===== src/design/ast_pkg.sv =====
package ast_pkg;
    // Register byte offsets
    localparam logic [7:0] AST_OFS_DATA = 8'h00;
    localparam logic [7:0] AST_OFS_STATUS = 8'h04;
    localparam logic [7:0] AST_OFS_CTRL = 8'h08;
    localparam logic [7:0] AST_OFS_CONFIG = 8'h0C;
    localparam logic [7:0] AST_OFS_BAUD = 8'h10;
    // status_one_register fields
    localparam int AST_ST_TX_BUFFER_EMPTY = 0;
    localparam int AST_ST_TC = 1;
    localparam int AST_ST_RX_BUFFER_FULL = 2;
    localparam int AST_ST_OVR = 3;
    localparam int AST_ST_FE = 4;
    localparam int AST_ST_NF = 5;
    localparam int AST_ST_R8 = 6;
    // control_two_register fields
    localparam int AST_CT_TE = 0;
    localparam int AST_CT_RE = 1;
    localparam int AST_CT_SBK = 2;
    // Configuration fields
    localparam int AST_CF_NINE = 0;
    localparam int AST_CF_LBRK = 1;
    localparam int AST_CF_TX_POLARITY_INVERT = 2;
    localparam int AST_CF_RX_POLARITY_INVERT = 3;
    localparam int AST_CF_T8 = 4;
    // Reset values
    localparam logic [7:0] AST_DATA_RST = 8'h00;
    localparam logic [15:0] AST_BAUD_RST = 16'h0001;
    // Frame and break lengths in bit times
    localparam logic [3:0] AST_FRAME_8 = 4'hA;
    localparam logic [3:0] AST_FRAME_9 = 4'hB;
    localparam logic [3:0] AST_BRK_8_LONG = 4'hD;
    localparam logic [3:0] AST_BRK_9_LONG = 4'hE;
    // Sample phases, zero based: value k is RT(k+1)
    localparam logic [3:0] AST_RT3 = 4'h2;
    localparam logic [3:0] AST_RT5 = 4'h4;
    localparam logic [3:0] AST_RT7 = 4'h6;
    localparam logic [3:0] AST_RT8 = 4'h7;
    localparam logic [3:0] AST_RT10 = 4'h9;
    localparam logic [3:0] AST_RT11 = 4'hA;
    localparam logic [3:0] AST_RT16 = 4'hF;

    function automatic logic ast_maj3(input logic [2:0] s);
        return (s[0] & s[1]) | (s[0] & s[2]) | (s[1] & s[2]);
    endfunction : ast_maj3
endpackage : ast_pkg


===== src/design/ast_transceiver.sv =====
module ast_transceiver
    import ast_pkg::*;
(
    input wire logic i_sys_clk,
    input wire logic i_rst,
    input wire logic i_psel,
    input wire logic i_penable,
    input wire logic i_pwrite,
    input wire logic [7:0] i_paddr,
    input wire logic [31:0] i_pwdata,
    output logic [31:0] o_prdata,
    output logic o_pready,
    output logic o_pslverr,
    input wire logic i_rxd,
    output logic o_txd,
    output logic o_txd_oe
);
    typedef struct packed {
        logic pready;
        logic pslverr;
        logic [31:0] prdata;
        logic armed;
        logic [8:0] rx_buf;
        logic rx_buffer_full;
        logic ovr;
        logic fe;
        logic nf;
        logic tx_buffer_empty;
        logic tc;
        logic [7:0] tx_buf;
        logic te;
        logic re;
        logic send_break;
        logic nine;
        logic lbrk;
        logic tx_polarity_invert;
        logic rx_polarity_invert;
        logic t8;
        logic [15:0] divisor;
        logic [3:0] tx_sub;
        logic tx_busy;
        logic tx_brk;
        logic [10:0] shreg;
        logic [3:0] tx_cnt;
        logic idle_q;
        logic brk_q;
        logic txd;
        logic txd_oe;
    } ast_top_state_type;

    ast_top_state_type r, n;

    logic tick16;
    logic rx_done;
    logic [8:0] rx_data;
    logic rx_stop_ok;
    logic rx_noise;

    ast_baud_gen u_baud (
        .i_sys_clk(i_sys_clk),
        .i_rst(i_rst),
        .i_divisor(r.divisor),
        .o_tick16(tick16)
    );

    ast_receiver u_rx (
        .i_sys_clk(i_sys_clk),
        .i_rst(i_rst),
        .i_tick16(tick16),
        .i_rxd(i_rxd),
        .i_rx_enable(r.re),
        .i_rx_invert(r.rx_polarity_invert),
        .i_nine_bit(r.nine),
        .o_done(rx_done),
        .o_data(rx_data),
        .o_stop_ok(rx_stop_ok),
        .o_noise(rx_noise)
    );

    function automatic logic ast_mapped(input logic [7:0] a);
        return a == AST_OFS_DATA || a == AST_OFS_STATUS || a == AST_OFS_CTRL
            || a == AST_OFS_CONFIG || a == AST_OFS_BAUD;
    endfunction : ast_mapped

    always_comb begin
        logic setup;
        logic acc;
        logic bit_tick;
        logic free;
        logic [31:0] rd;
        logic [3:0] flen;
        setup = i_psel & ~i_penable;
        acc = i_psel & i_penable & r.pready;
        bit_tick = tick16 && r.tx_sub == 4'hF;
        free = 1'b0;
        rd = 32'h0000_0000;
        flen = r.nine ? AST_FRAME_9 : AST_FRAME_8;
        n = r;
        n.pready = 1'b0;
        n.pslverr = 1'b0;

        unique case (i_paddr)
            AST_OFS_DATA: rd[7:0] = r.rx_buf[7:0];
            AST_OFS_STATUS: begin
                rd[AST_ST_TX_BUFFER_EMPTY] = r.tx_buffer_empty;
                rd[AST_ST_TC] = r.tc;
                rd[AST_ST_RX_BUFFER_FULL] = r.rx_buffer_full;
                rd[AST_ST_OVR] = r.ovr;
                rd[AST_ST_FE] = r.fe;
                rd[AST_ST_NF] = r.nf;
                rd[AST_ST_R8] = r.rx_buf[8];
            end
            AST_OFS_CTRL: begin
                rd[AST_CT_TE] = r.te;
                rd[AST_CT_RE] = r.re;
                rd[AST_CT_SBK] = r.send_break;
            end
            AST_OFS_CONFIG: begin
                rd[AST_CF_NINE] = r.nine;
                rd[AST_CF_LBRK] = r.lbrk;
                rd[AST_CF_TX_POLARITY_INVERT] = r.tx_polarity_invert;
                rd[AST_CF_RX_POLARITY_INVERT] = r.rx_polarity_invert;
                rd[AST_CF_T8] = r.t8;
            end
            AST_OFS_BAUD: rd[15:0] = r.divisor;
            default: rd = 32'h0000_0000;
        endcase

        // Zero wait states: pready rises for the first access cycle
        if (setup) begin
            n.pready = 1'b1;
            n.pslverr = ~ast_mapped(i_paddr);
            n.prdata = rd;
        end

        if (acc && !i_pwrite) begin
            // Arm on the flags the host actually saw
            if (i_paddr == AST_OFS_STATUS) begin
                n.armed = r.prdata[AST_ST_RX_BUFFER_FULL] | r.prdata[AST_ST_OVR] | r.prdata[AST_ST_FE];
            end else if (i_paddr == AST_OFS_DATA && r.armed) begin
                n.rx_buffer_full = 1'b0;
                n.ovr = 1'b0;
                n.fe = 1'b0;
                n.nf = 1'b0;
                n.armed = 1'b0;
            end
        end

        if (acc && i_pwrite) begin
            unique case (i_paddr)
                AST_OFS_DATA: begin
                    n.tx_buf = i_pwdata[7:0];
                    n.tx_buffer_empty = 1'b0;
                    n.tc = 1'b0;
                end
                AST_OFS_CTRL: begin
                    n.te = i_pwdata[AST_CT_TE];
                    n.re = i_pwdata[AST_CT_RE];
                    n.send_break = i_pwdata[AST_CT_SBK];
                    if (i_pwdata[AST_CT_TE] && !r.te) begin
                        n.idle_q = 1'b1;
                        n.tc = 1'b0;
                    end
                    if (r.send_break && !i_pwdata[AST_CT_SBK]) begin
                        n.brk_q = 1'b1;
                        n.tc = 1'b0;
                    end
                end
                AST_OFS_CONFIG: begin
                    n.nine = i_pwdata[AST_CF_NINE];
                    n.lbrk = i_pwdata[AST_CF_LBRK];
                    n.tx_polarity_invert = i_pwdata[AST_CF_TX_POLARITY_INVERT];
                    n.rx_polarity_invert = i_pwdata[AST_CF_RX_POLARITY_INVERT];
                    n.t8 = i_pwdata[AST_CF_T8];
                end
                AST_OFS_BAUD: n.divisor = i_pwdata[15:0];
                default: n.divisor = r.divisor;
            endcase
        end

        // Receive completion after host clears, so a set wins
        if (rx_done && !n.fe) begin
            if (!rx_stop_ok) begin
                n.fe = 1'b1;
            end else if (n.rx_buffer_full) begin
                n.ovr = 1'b1;
            end else begin
                n.rx_buf = rx_data;
                n.rx_buffer_full = 1'b1;
                n.nf = rx_noise;
            end
        end

        // Transmitter: one bit per sixteen sample ticks
        if (tick16) begin
            n.tx_sub = r.tx_sub + 4'h1;
        end
        if (bit_tick) begin
            if (r.tx_busy) begin
                n.shreg = {~r.tx_brk, r.shreg[10:1]};
                n.tx_cnt = r.tx_cnt - 4'h1;
                free = r.tx_cnt == 4'h1;
            end else begin
                free = 1'b1;
            end
            if (free) begin
                n.tx_busy = 1'b1;
                n.tx_brk = 1'b0;
                n.tx_cnt = flen;
                if (n.idle_q) begin
                    n.idle_q = 1'b0;
                    n.shreg = '1;
                end else if (n.brk_q) begin
                    n.brk_q = r.send_break;
                    n.tx_brk = 1'b1;
                    n.shreg = '0;
                    if (r.lbrk) begin
                        n.tx_cnt = r.nine ? AST_BRK_9_LONG : AST_BRK_8_LONG;
                    end
                end else if (r.te && !n.tx_buffer_empty) begin
                    // Buffer written in this cycle must not be lost behind stale data
                    n.shreg = {1'b1, r.nine ? r.t8 : 1'b1, n.tx_buf, 1'b0};
                    n.tx_buffer_empty = 1'b1;
                end else begin
                    n.tx_busy = 1'b0;
                    if (r.tx_busy) begin
                        n.tc = 1'b1;
                    end
                end
            end
        end

        n.txd = (n.tx_busy ? n.shreg[0] : 1'b1) ^ n.tx_polarity_invert;
        // Pin held until queued and active frames are done
        n.txd_oe = n.te | n.tx_busy | n.idle_q | n.brk_q;
    end

    always_ff @(posedge i_sys_clk or posedge i_rst) begin
        if (i_rst) begin
            r <= '{tx_buffer_empty: 1'b1, tc: 1'b1, txd: 1'b1, tx_buf: AST_DATA_RST,
                   divisor: AST_BAUD_RST, default: '0};
        end else begin
            r <= n;
        end
    end

    assign o_prdata = r.prdata;
    assign o_pready = r.pready;
    assign o_pslverr = r.pslverr;
    assign o_txd = r.txd;
    assign o_txd_oe = r.txd_oe;
endmodule : ast_transceiver


===== src/design/ast_baud_gen.sv =====
module ast_baud_gen
    import ast_pkg::*;
(
    input wire logic i_sys_clk,
    input wire logic i_rst,
    input wire logic [15:0] i_divisor,
    output logic o_tick16
);
    typedef struct packed {
        logic [15:0] cnt;
        logic tick;
    } ast_baud_state_type;

    ast_baud_state_type r, n;

    always_comb begin
        n = r;
        n.tick = 1'b0;
        // Divisor zero parks the generator
        if (i_divisor == 16'h0000) begin
            n.cnt = 16'h0000;
        end else if (r.cnt >= i_divisor - 16'h0001) begin
            n.cnt = 16'h0000;
            n.tick = 1'b1;
        end else begin
            n.cnt = r.cnt + 16'h0001;
        end
    end

    always_ff @(posedge i_sys_clk or posedge i_rst) begin
        if (i_rst) begin
            r <= '0;
        end else begin
            r <= n;
        end
    end

    assign o_tick16 = r.tick;
endmodule : ast_baud_gen


===== src/design/ast_receiver.sv =====
module ast_receiver
    import ast_pkg::*;
(
    input wire logic i_sys_clk,
    input wire logic i_rst,
    input wire logic i_tick16,
    input wire logic i_rxd,
    input wire logic i_rx_enable,
    input wire logic i_rx_invert,
    input wire logic i_nine_bit,
    output logic o_done,
    output logic [8:0] o_data,
    output logic o_stop_ok,
    output logic o_noise
);
    typedef enum logic [2:0] {
        AST_RX_IDLE = 3'b001,
        AST_RX_START = 3'b010,
        AST_RX_BITS = 3'b100
    } ast_rx_st_type;

    typedef struct packed {
        logic [1:0] sync;
        ast_rx_st_type st;
        logic [2:0] hist;
        logic [3:0] rt;
        logic [3:0] bitn;
        logic [2:0] smp;
        logic [8:0] shreg;
        logic nz;
        logic done;
        logic [8:0] data;
        logic stop_ok;
        logic noise;
    } ast_rx_state_type;

    ast_rx_state_type r, n;

    always_comb begin
        logic line;
        logic fall;
        logic bend;
        logic b;
        logic [3:0] last;
        line = 1'b0;
        fall = 1'b0;
        bend = 1'b0;
        b = 1'b0;
        last = i_nine_bit ? AST_FRAME_9 - 4'h1 : AST_FRAME_8 - 4'h1;
        n = r;
        n.done = 1'b0;
        n.sync = {r.sync[0], i_rxd};
        line = r.sync[1] ^ i_rx_invert;
        fall = r.hist[0] & ~line;
        if (!i_rx_enable) begin
            n.st = AST_RX_IDLE;
            n.hist = 3'b000;
        end else if (i_tick16) begin
            n.hist = {r.hist[1:0], line};
            n.rt = r.rt + 4'h1;
            unique case (r.st)
                AST_RX_IDLE: begin
                    // Edge means a low after three highs
                    if (!line && r.hist == 3'b111) begin
                        n.st = AST_RX_START;
                        n.rt = 4'h0;
                        n.smp = 3'b000;
                        n.nz = 1'b0;
                    end
                end
                AST_RX_START: begin
                    if (n.rt == AST_RT3 || n.rt == AST_RT5 || n.rt == AST_RT7) begin
                        n.smp = {r.smp[1:0], line};
                    end
                    if (n.rt == AST_RT7) begin
                        n.st = ast_maj3(n.smp) ? AST_RX_IDLE : AST_RX_BITS;
                        n.bitn = 4'h0;
                        n.smp = 3'b000;
                    end
                end
                AST_RX_BITS: begin
                    if (n.rt >= AST_RT8 && n.rt <= AST_RT10) begin
                        n.smp = {r.smp[1:0], line};
                    end
                    // Late edge starts the next bit early
                    if (fall && r.rt >= AST_RT11) begin
                        bend = 1'b1;
                        n.rt = 4'h0;
                    end else if (r.rt == AST_RT16) begin
                        bend = 1'b1;
                    end
                    if (bend) begin
                        b = ast_maj3(r.smp);
                        n.smp = 3'b000;
                        n.bitn = r.bitn + 4'h1;
                        if (r.bitn != 4'h0) begin
                            n.nz = r.nz | (r.smp != 3'b000 && r.smp != 3'b111);
                        end
                        if (r.bitn != 4'h0 && r.bitn != last) begin
                            n.shreg = {b, r.shreg[8:1]};
                        end
                        if (r.bitn == last) begin
                            n.st = AST_RX_IDLE;
                            n.done = 1'b1;
                            n.stop_ok = b;
                            n.noise = n.nz;
                            n.data = i_nine_bit ? r.shreg : {1'b0, r.shreg[8:1]};
                            // Refill so a new start is seen at once, not after a break
                            n.hist = (!b && n.data == 9'h000) ? 3'b000 : 3'b111;
                        end
                    end
                end
                default: n.st = AST_RX_IDLE;
            endcase
        end
    end

    always_ff @(posedge i_sys_clk or posedge i_rst) begin
        if (i_rst) begin
            r <= '{st: AST_RX_IDLE, default: '0};
        end else begin
            r <= n;
        end
    end

    assign o_done = r.done;
    assign o_data = r.data;
    assign o_stop_ok = r.stop_ok;
    assign o_noise = r.noise;
endmodule : ast_receiver


===== config.mk =====
export PLATFORM = sky130hd
export DESIGN_NAME = ast_transceiver
export DESIGN_NICKNAME = d
export VERILOG_FILES = /design/src/design/ast_pkg.sv /design/src/design/ast_transceiver.sv /design/src/design/ast_baud_gen.sv /design/src/design/ast_receiver.sv
export SDC_FILE = /design/constraint.sdc
export NUM_CORES = 1
export LEC_CHECK = 0
export ABC_AREA = 1
export BUFFER_PORTS_ARGS = -buffer_cell sky130_fd_sc_hd__buf_4
export CAP_MARGIN = 20
export CORE_MARGIN = 2
export CORE_UTILIZATION = 47
export CTS_BUF_LIST = sky130_fd_sc_hd__clkbuf_4
export DETAILED_ROUTE_END_ITERATION = 8
export PLACE_DENSITY = 0.66
export SYNTH_ARGS = -nofsm -noshare
export SYNTH_HDL_FRONTEND = slang
export SYNTH_HIERARCHICAL = 1
export SYNTH_SLANG_ARGS = --single-unit

===== constraint.sdc =====
create_clock -name i_sys_clk -period 6.1 [get_ports i_sys_clk]
set_input_delay 0.61 -clock i_sys_clk [delete_from_list [all_inputs] [get_ports i_sys_clk]]
set_output_delay 0.61 -clock i_sys_clk [all_outputs]
set_load 0.01 [all_outputs]

# After elaboration in Yosys (flattened, before gate mapping)
# Cells that the tools add are included.
# totals
regBits	149
latchBits	0
ramBits	0
romBits	0
input_bits	46
out_inout_bits	36
wordCells	259
n_memories	0
# classes
add_sub_neg	6
n_mul	0
div	0
n_lt_le_gt_ge	4
n_eq_ne	26
shift	0
n_mux	100
n_bitwise	27
n_reduce_logical	51
# op_table
operator	count
$mux W34	2
$mux W16	3
$mux W3	13
$mux W39	1
$mux W19	2
$mux W12	3
$mux W1	33
$mux W11	3
$mux W4	8
$reduce_and A5 Y1	6
$mux W29	1
$mux W9	3
$mux W2	10
$mux W6	3
$pmux W3 S3	2
$add A16 B1 Y16 const B	1
$eq A8 B4 Y1 const B	2
$ge A16 B16 Y1	1
$logic_not A16 Y1	1
$mux W8	2
$pmux W4 S2	2
$sub A16 B1 Y16 const B	1
$mux W15	1
$pmux W3 S5	1
39 further kinds	109

# Depth between registers and ports, before layout
# Gate-level depths: netlist of run 1.
# logic_depth
depth_word	16
depth_mapped	18
depth_no_buf	17

# Hierarchy
# The synthesis of run 1 kept the hierarchy.
# modules_own_cells
mod	n_inst	cells_per_inst	area_per_inst_um2	seq_area_each_um2
ast_transceiver	1	549	4611.9	2282.2
ast_receiver	1	305	2374.8	1027.2
ast_baud_gen	1	227	1642.8	425.4

# Least setup slack after synthesis of run 1
# OpenSTA, ideal clock, no wires.
# synth_path
path_type	register to register
startpoint	reg, netlist name r[25]
endpoint	reg u_baud/r[14] in the netlist's numbering
setup_ns	0.069
t_arrival_ns	2.307
required_time_ns	6.031
slack_ns	3.724
stages_incl_launch_ff	17
path_buffers	1
period_less_slack_ns	2.376
cell_sequence	dfstp_2 inv_1 ha_1 nor3b_4 nand2_1 nor3_1 xor2_1 inv_1 ha_1 nand2_1 inv_1 nand2_1 a21oi_1 nor2_1 nand3_4 buf_12 nor2_2
# synth_lines
element	line	rtl
to (signal assigned)	ast_baud_gen.sv:34	r <= n;
to (decl)	ast_baud_gen.sv:14	ast_baud_state_type r, n;

==> flow_summary_export.csv, run 1 <==
group,metric,value,unit
critical_path,path_delay_family,"simple AND/OR/NAND/NOR gates",
synthesis,ys_top_cells_by_area,"dfrtp_1, nand2_1, inv_1",
synthesis,syn_avg_cell_area,7.983,sq um
drt,drt-total-wl,18800,microns
synthesis,async_flop_share,100.0,%
critical_path,cpPeakStageDelay,0.84,ns
placed_design,place_congestion,0.8418,
clock_network,holdBufCountCts,0,
timing,period_share,51.08,%
global_route,grt_pass1_wl,31750,microns
clock_network,htreeDepth,4,
timing,max_freq,320.9,MHz
timing,tightestPinTransition,0.8846,ns
run,maxCapViolations,0,
timing,layout_min_cycle_time,3.116,ns
drt,viasPerCell,5.056,
synthesis,synth.most_common_cell,"nand2_1",
critical_path,worstSetupPathType,"reg2reg",
global_route,track_usage,20.07,%
placed_design,portBuffers,49,
clock_network,postCtsSetupRepairBufs,0,
power_and_ir_drop,worst_ir_drop_vdd,0.0001348,V
power_and_ir_drop,power_leakage,4.732,nW
clock_network,ctsResizeCount,0,
synthesis,synth_cell_type_count,59,
clock_network,tritoncts,"yes",
placed_design,dpl.cell_count,1316,
power_and_ir_drop,p_int,0.001310,W
power_and_ir_drop,comb_power_share,5.1,%
power_and_ir_drop,power_frac_seq,57.5,%
die,dieArea,19460,sq um
timing,rsz0062_at_grt,"no",
die,core_area,17960,sq um
clock_network,root_buffer,"clkbuf_4",
finish,final_core_util,51.34,%
timing,finalSetupViolations,0,
drt,ant_nets,0,
clock_network,cts.sinks,149,
placed_design,hpwl,13600,microns
clock_network,clock_path_buffers,2,
global_route,grt_use_met3,3.510,%
synthesis,synth_area,8630,sq um
drt,dr.pass1.iters,6,
finish,finalNetCount,1181,
die,io_pins,82,
power_and_ir_drop,power.share.switching,24.63,%
timing,worst_clock_skew,0.02146,ns
global_route,gr-max-usage-layer,"met2",
synthesis,synth.ff_latch_count,149,
drt,avgRoutedWirePerCell,13.94,microns
timing,slew_violations,0,
timing,hold_violations,0,
die,initial_core_util,48.04,%
critical_path,critPathSlowestCell,"inv_1",
synthesis,yosys_warnings,6,
critical_path,critPathBufInv,1,
worst_hold_path,worstHoldPathType,"in2async",
global_route,grt_start_max_net_pins,58,
global_route,gr-total-overflow,0,
die,die_w,139.5,microns
timing,tns,0,ns
clock_network,clkSlewWorstSetupHoldPaths,0.13,ns
synthesis,synth_top_area_cell,"dfrtp_1",
power_and_ir_drop,p_sw,0.0004281,W
finish,layout-drive-gt1-share,14.21,%
synthesis,ys_seq_area_share,43.28,%
global_route,antenna_found_initial,1,
critical_path,rrSetupSlack,2.98,ns
synthesis,syn_inst,1081,
drt,drt_iter0_markers,496,
critical_path,cp.required,6.54,ns
drt,drc,0,
critical_path,endpoint_kind,"flip-flop",
global_route,grt_pass1_vias,6409,
finish,area_growth,6.873,%
global_route,use_met1,29.50,%
synthesis,synth_common_cells,"nand2_1, dfrtp_1, inv_1",
critical_path,worstPathCellList,"ha_1, nand4_1, inv_1, nand2_1, o31ai_1, nand3_1",
synthesis,synth-edff-count,0,
timing,relSlewSlack,40.85,%
global_route,grtUsageMet2,30.70,%
clock_network,clk_latency,0.57,ns
critical_path,critPathMaxFanout,20,
outcome,outcome,"finished, final reports clean",
drt,num_vias,6821,
critical_path,setup.worst_path.start_class,"flip-flop",
power_and_ir_drop,power_frac_clock,37.3,%
synthesis,synth_top_area_share,41.76,%
finish,final_cells,1349,
clock_network,numCtsBuffers,17,
synthesis,ys.flop_type,"dfrtp_1",
power_and_ir_drop,power-per-cell-area,188.5,nW/um^2
die,die_h,139.5,microns
critical_path,cp.arrival,3.56,ns
die,floorplan.rows,49,
==> worst paths after layout <==
kind                            start          to  cells after the start
max                             r[21]    o_txd_oe                      6
min reg2reg                u_rx/n[40]  u_rx/r[40]                      0
min in group i_sys_clk          i_rxd  u_rx/n[40]                      1
max reg2reg                     r[21]    o_txd_oe                      6
min                             i_rst       r[68]                      2
max in group asynchronous       i_rst       r[39]                      3
==> cell families after synthesis <==
logic type                 share of synthesized area, %
DFF                                               43.28
adders and majority gates                         4.205
and+or+nand+nor                                   25.95
buffers and inverters                             10.96
AOI/OAI and AO/OA                                 11.25
xor gates and xnor gates                          3.132
muxes                                             1.174
other                                           0.04346
==> cell type report <==
cell class,instances,area [sq um]
Clock buffer,18,135.1
Sequential cell,149,3735
Multi-Input combinational cell,751,4005
Antenna cell,1,2.502
Tap cell,229,286.5
Inverter,135,510.5
Timing Repair Buffer,52,390.4
Fill cell,1733,8741
Clock inverter,14,157.7
==> flip-flops by register name, summed over array words and instances, names as in the netlist <==
signal           count
u_rx/n               1
u_rx/r              28
o_txd_oe             1
o_pslverr            1
u_baud/o_tick16      1
u_baud/r            16
o_pready             1
o_prdata            16
o_txd                1
u_rx/o_done          1
u_rx/o_stop_ok       1
r                   71
u_rx/o_noise         1
u_rx/o_data          9
==> power groups by stage <==
stage          Combinational (W)  Sequential [W]  Clock, W
3_3_place_gp           0.0000902         0.00102         0
6_report               0.0000891         0.00100  0.000649
4_1_cts                0.0000915         0.00100  0.000666
5_1_grt                 0.000102         0.00100  0.000711
2_1_floorplan          0.0000649         0.00102         0
3_5_place_dp           0.0000911         0.00102         0
==> cell usage in the layout (no fill, tap or decap), drive strengths merged, types with 3 or more instances in the layout <==
cell type,netlist,layout
a21oi,39,39
a22o,3,3
a31oi,5,5
buf,52,52
bufinv,0,3
clkbuf,9,18
clkinv,2,11
conb,1,16
dfrtp,144,144
dfstp,5,5
ha,29,29
inv,133,134
mux2,9,9
nand2,314,314
nand3,49,49
nand4,16,16
nor2,96,96
nor3,12,12
nor3b,4,4
o211ai,6,6
o21ai,97,97
o22ai,8,8
xnor2,8,8
xor2,22,22
==> through the flow <==
stage          power (W)  worst slack (ns)  hold WS, ns  area (sq um)
6_report        0.001738             2.984       0.1159          9223
5_1_grt         0.001814             2.794       0.1062          9223
4_1_cts         0.001758             3.068       0.1118          9220
3_5_place_dp    0.001110             3.089       0.3358          8927
3_3_place_gp    0.001109             3.077       0.3340          8927
2_1_floorplan   0.001081             3.133       0.3312          8686
==> metal layers <==
| metal | routed length [microns] | up-vias |
|---|---|---|
| met3 | 790 | 13 |
| met5 | 0 | - |
| met2 | 8412 | 148 |
| met1 | 9438 | 3195 |
| met4 | 163 | 0 |
| li1 | - | 3465 |
Note: power is estimated with default switching activity, not from simulation.
==> run 2, diff against run 1 <==
- ABC_AREA: 1 -> 0
- clock period: 6.1 -> 3.12 ns (I/O delays scaled with it)
==> flow_summary_export.csv, run 2 <==
group,metric,value,unit
critical_path,rr_endpoint,"u_baud/r[11]",
clock_network,root_buffer,"clkbuf_4",
timing,rsz0062_at_grt,"yes",
critical_path,path_delay_family,"simple AND/OR/NAND/NOR gates",
synthesis,synth_top_area_cell,"dfrtp_1",
placed_design,dpl.cell_count,1111,
critical_path,rr_startpoint,"r[34]",
power_and_ir_drop,worst_ir_drop_vdd,0.0001960,V
synthesis,syn_inst,856,
drt,avgRoutedWirePerCell,16.54,microns
clock_network,clk_latency,0.54,ns
die,die_h,138.6,microns
critical_path,setup.worst_path.start_class,"flip-flop",
critical_path,rrSetupSlack,0.03,ns
worst_hold_path,min_from,"i_pwdata[0]",
finish,top_register,"r",
synthesis,ys_seq_area_share,43.83,%
finish,fillers,1617,
synthesis,yosys.area_share.adder,4.258,%
global_route,grt_pass1_wl,31970,microns
finish,layout_common_cells,"dfrtp_1, nand2_1, buf_4",
global_route,antenna_found_initial,1,
synthesis,synth_top_family_by_area,"simple AND/OR/NAND/NOR gates",
global_route,grt_pass1_vias,6282,
finish,final_cell_area,9623,sq um
finish,layout-drive-gt1-share,22.81,%
placed_design,place_congestion,0.8194,
critical_path,cp.required,3.56,ns
synthesis,synth.ff_latch_count,149,
synthesis,synth_simple_gate_area_share,17.72,%
finish,reg_top3,"r (71), u_rx/r (28)",
finish,largest_reg_flops,71,
synthesis,synth.most_common_cell,"dfrtp_1",
critical_path,cpPeakStageDelay,0.54,ns
global_route,track_usage,20.44,%
worst_hold_path,worstHoldPathType,"in2reg",
worst_hold_path,whs_path_depth,2,
synthesis,ys_top_cells_by_area,"dfrtp_1, mux2_2, ha_1",
outcome,outcome,"finished, final reports clean",
die,floorplan.rows,49,
global_route,grt_start_max_net_pins,49,
timing,layout_min_cycle_time,3.091,ns
drt,drt_iter0_markers,426,
critical_path,endpoint_kind,"flip-flop",
clock_network,htreeDepth,4,
synthesis,synth_top_area_share,42.29,%
synthesis,synth_area,8521,sq um
drt,drt-total-wl,19250,microns
drt,ant_nets,0,
critical_path,crit_top_cell,"or4_4",
power_and_ir_drop,power-per-cell-area,354.3,nW/um^2
timing,max_freq,323.5,MHz
synthesis,synth_common_cells,"dfrtp_1, nand2_1, nor2_1",
finish,final_cells,1164,
synthesis,synth_xor_area_share,3.583,%
synthesis,synth-edff-count,0,
finish,finalNetCount,996,
finish,multi_input_area,4322,sq um
finish,final_common_cell,"dfrtp_1",
critical_path,worstSetupPathType,"reg2reg",
timing,tightestPinTransition,0.7335,ns
die,initial_core_util,47.60,%
power_and_ir_drop,power_leakage,4.474,nW
synthesis,async_flop_share,100.0,%
clock_network,clock_path_buffers,2,
critical_path,reg2regPathDepth,11,
timing,relSlewSlack,50.98,%
placed_design,place_area,9055,sq um
die,die_w,138.6,microns
clock_network,numCtsBuffers,17,
synthesis,synthMuxAreaShare,8.825,%
placed_design,portBuffers,49,
synthesis,synth_cell_type_count,89,
synthesis,yosys_warnings,6,
critical_path,cp.arrival,3.53,ns
timing,hold_violations,0,
drt,dr.pass1.iters,4,
drt,num_vias,6492,
run,maxCapViolations,0,
timing,worst_clock_skew,0.01900,ns
worst_hold_path,holdPathEnd,"r[49]",
placed_design,hpwl,13950,microns
critical_path,critPathMaxFanout,15,
power_and_ir_drop,power.total,0.003409,W
timing,slew_violations,0,
critical_path,critPathSlowestCell,"or4_4",
clock_network,tritoncts,"yes",
die,dieArea,19220,sq um
finish,seq_area,3735,sq um
drt,viasPerCell,5.577,
synthesis,synth-compound-area-share,14.63,%
clock_network,clkSlewWorstSetupHoldPaths,0.13,ns
die,io_pins,82,
critical_path,worstPathCellList,"or4_4, or4_4, nor3b_4, xnor2_1, ha_1, nand4_1, nor2_1, a311oi_2, nand2_1, buf_6, nor3_1",
finish,area_growth,12.94,%
synthesis,ys.flop_type,"dfrtp_1",
die,core_area,17900,sq um
timing,tns,0,ns
synthesis,syn_avg_cell_area,9.954,sq um
clock_network,cts.sinks,149,
timing,period_share,99.07,%
timing,finalSetupViolations,0,
critical_path,critPathBufInv,1,
drt,drc,0,
global_route,gr-total-overflow,0,
run 2: cells by family (layout without fill, tap and decap cells):
| family | Yosys count | in the layout |
|---|---|---|
| xor+xnor | 34 | 34 |
| mux | 69 | 69 |
| simple gates | 289 | 289 |
| flops | 149 | 149 |
| compound gates | 173 | 173 |
| other cells | 1 | 17 |
| buf+inv | 112 | 175 |
| fa+ha+maj | 29 | 29 |
run 2: worst max path at each step:
stage	to	cells past startpoint	slack (ns)	from
after floorplan	u_baud/r[7]	11	0.004	r[34]
after global placement	u_baud/r[11]	11	0.03	r[34]
after detailed placement	u_baud/r[11]	11	-0.04	r[34]
after CTS	u_baud/r[12]	11	0.004	r[34]
after global routing	u_baud/r[6]	11	-0.08	r[34]
final	u_baud/r[11]	11	0.03	r[34]
run 2: what timing repair did:
action | in CTS | in global routing
setup buffers | 0 | 2
pin swaps | 0 | 4
gates resized for setup | 4 | 11
hold buffers | 16 | 1
setup endpoints to repair | 14 | 17
hold endpoints to repair | 120 | 1
run 2: final cells by class:
cell class,instances,area share [%]
antenna,1,0.02600
clock buffer,18,1.404
clock inverter,14,1.677
inverter,41,1.625
multi-input combinational,610,44.91
sequential,149,38.81
tap,229,2.978
timing repair buffer,102,8.568
run 2: through the flow:
step,worst slack [ns],util (%),hold WS (ns)
after global placement,0.03436,50.58,0.3401
after floorplan,0.004324,-,0.2381
after CTS,0.004237,53.24,0.009113
after global routing,-0.07854,53.75,0.003088
after detailed placement,-0.04347,50.58,0.3403
final,0.02887,53.75,0.05731
run 2: metal layers:
layer,part of all wire (%),global-route usage (%),up-vias
met2,49,34.11,122
met4,0.81,4.094,0
met3,4.1,4.144,9
met1,47,27.99,3180
met5,0,0,-
li1,-,-,3181
run 2: report_power, final:
| part | switching (W) | leakage, nW | internal, W |
|---|---|---|---|
| sequential | 0.0000102 | 1.99 | 0.00194 |
| clock | 0.000704 | 0.141 | 0.000555 |
| combinational | 0.000119 | 2.34 | 0.0000791 |
| total | 0.000833 | 4.47 | 0.00258 |
==> run 3, diff against run 2 <==
- GPL_TIMING_DRIVEN: default -> 0
- REMOVE_ABC_BUFFERS: default -> 1
==> flow_summary_export.csv, run 3 (same netlist as run 2, synthesis figures left out) <==
group,metric,value,unit
timing,rsz0062_at_grt,"yes",
die,die_w,138.6,microns
timing,period_share,98.98,%
drt,met3_length,735,microns
power_and_ir_drop,worst_ir_drop_vdd,0.0003376,V
timing,layout_min_cycle_time,3.088,ns
critical_path,critPathSlowestCell,"or4_4",
finish,layout-drive-gt1-share,21.62,%
clock_network,root_buffer,"clkbuf_4",
placed_design,place_congestion,0.8399,
drt,wl_met1,8777,microns
run,maxCapViolations,0,
drt,drt-total-wl,19080,microns
drt,met2_length,9339,microns
clock_network,clkSlewWorstSetupHoldPaths,0.13,ns
worst_hold_path,worstHoldPathType,"in2reg",
critical_path,rr_startpoint,"r[34]",
drt,ant_nets,0,
global_route,grt_pass1_vias,6191,
die,core_area,17900,sq um
timing,tightestPinTransition,1.026,ns
critical_path,startpoint,"r[34]",
global_route,grt_start_max_net_pins,60,
finish,top_register,"r",
power_and_ir_drop,power_leakage,4.424,nW
finish,reg_top3,"r (71), u_rx/r (28)",
timing,tns,0,ns
drt,drc,0,
finish,area_growth,12.06,%
critical_path,worstSetupPathType,"reg2reg",
critical_path,cpPeakStageDelay,0.53,ns
finish,layout_common_cells,"dfrtp_1, nand2_1, buf_4",
clock_network,clk_latency,0.56,ns
critical_path,setup.worst_path.start_class,"flip-flop",
drt,avgRoutedWirePerCell,16.64,microns
clock_network,numCtsBuffers,17,
die,initial_core_util,47.60,%
global_route,track_usage,20.22,%
drt,top_layer,"met4",
drt,drt_iter0_markers,407,
timing,relSlewSlack,31.05,%
timing,holdWs,0.07937,ns
critical_path,endpoint_kind,"flip-flop",
finish,finalNetCount,978,
finish,final_cell_area,9548,sq um
drt,num_vias,6481,
critical_path,critPathMaxFanout,15,
die,io_pins,82,
clock_network,tritoncts,"yes",
die,dieArea,19220,sq um
worst_hold_path,whs_path_depth,3,
critical_path,crit_top_cell,"or4_4",
finish,final_core_util,53.33,%
outcome,outcome,"finished, final reports clean",
global_route,antenna_found_initial,1,
placed_design,hpwl,13690,microns
timing,max_freq,323.8,MHz
critical_path,cp.arrival,3.55,ns
die,die_h,138.6,microns
timing,worst_clock_skew,0.02850,ns
clock_network,cts.sinks,149,
clock_network,clock_path_buffers,2,
critical_path,rrSetupSlack,0.03,ns
finish,largest_reg_flops,71,
die,floorplan.rows,49,
placed_design,dpl_worst_slack,-0.9657,ns
drt,viasPerCell,5.655,
global_route,grt_pass1_wl,31690,microns
worst_hold_path,min_from,"i_pwrite",
drt,dr.pass1.iters,5,
timing,finalSetupViolations,0,
timing,fin_ws,0.03186,ns
finish,final_common_cell,"dfrtp_1",
clock_network,htreeDepth,4,
global_route,gr-total-overflow,0,
critical_path,cp.required,3.58,ns
placed_design,place_area,8837,sq um
critical_path,worstPathCellList,"or4_4, or4_4, nor3b_4, xnor2_1, ha_1, nand4_1, nor2_1, a311oi_2, buf_4, nand2_4, nor3_1",
timing,slew_violations,0,
timing,hold_violations,0,
critical_path,reg2regPathDepth,11,
power_and_ir_drop,power-per-cell-area,370.0,nW/um^2
placed_design,portBuffers,49,
run 3: cell count changes in the layout (fill, tap and decap cells not counted), sizes merged:
cell and change:
clkinv +2, buf -19, dlygate4sd3 +1, inv +2, clkbuf -1, bufinv +1, clkinvlp -4
run 3: critical path: cells and delay by family, from the launching register on:
family / cells / cell delay, ns
flops: 1 / 0.40
buf+inv: 1 / 0.17
xor+xnor: 1 / 0.14
fa+ha+maj: 1 / 0.28
simple gates: 7 / 1.77
compound gates: 1 / 0.23
run 3: final timing paths:
path                                 to
hold / removal                    r[61]
setup / recovery           u_baud/r[10]
min in group asynchronous         r[12]
max in group asynchronous         o_txd
setup reg to reg           u_baud/r[10]
hold reg to reg              u_rx/r[40]
run 3: cell type report:
class	count	area, sq um
clock inverter	15	202.7
sequential	149	3737
multi-input combinational	610	4319
clock buffer	17	127.6
tap	229	286.5
fill	1649	8354
antenna	1	2.502
timing repair buffer	84	715.7
inverter	41	156.4
run 3: power breakdown:
group          internal, W  leakage (nW)  switching (W)
clock network     0.000640         0.172       0.000735
registers          0.00194          1.99     0.00000959
logic            0.0000818          2.26       0.000124
total              0.00266          4.42       0.000868
run 3: per-stage QoR:
step | instances | total power [W]
2_1_floorplan | 800 | 0.002079
3_3_place_gp | 1078 | 0.002163
3_5_place_dp | 1080 | 0.002172
4_1_cts | 1135 | 0.003569
5_1_grt | 1146 | 0.003672
6_report | 1146 | 0.003532
run 3: per-layer routing:
| metal | up-vias | global-route usage (%) |
|---|---|---|
| li1 | 3145 | - |
| met1 | 3184 | 27.94 |
| met2 | 134 | 32.62 |
| met3 | 18 | 4.351 |
| met4 | 0 | 5.369 |
| met5 | - | 0 |
run 3: repair_timing:
action | CTS | global route
hold buffers | 18 | 0
setup buffers | 5 | 8
pin swaps | 1 | 5
endpoints found under the hold margin | 89 | 0
resized for setup | 10 | 8
setup endpoints to repair | 17 | 18
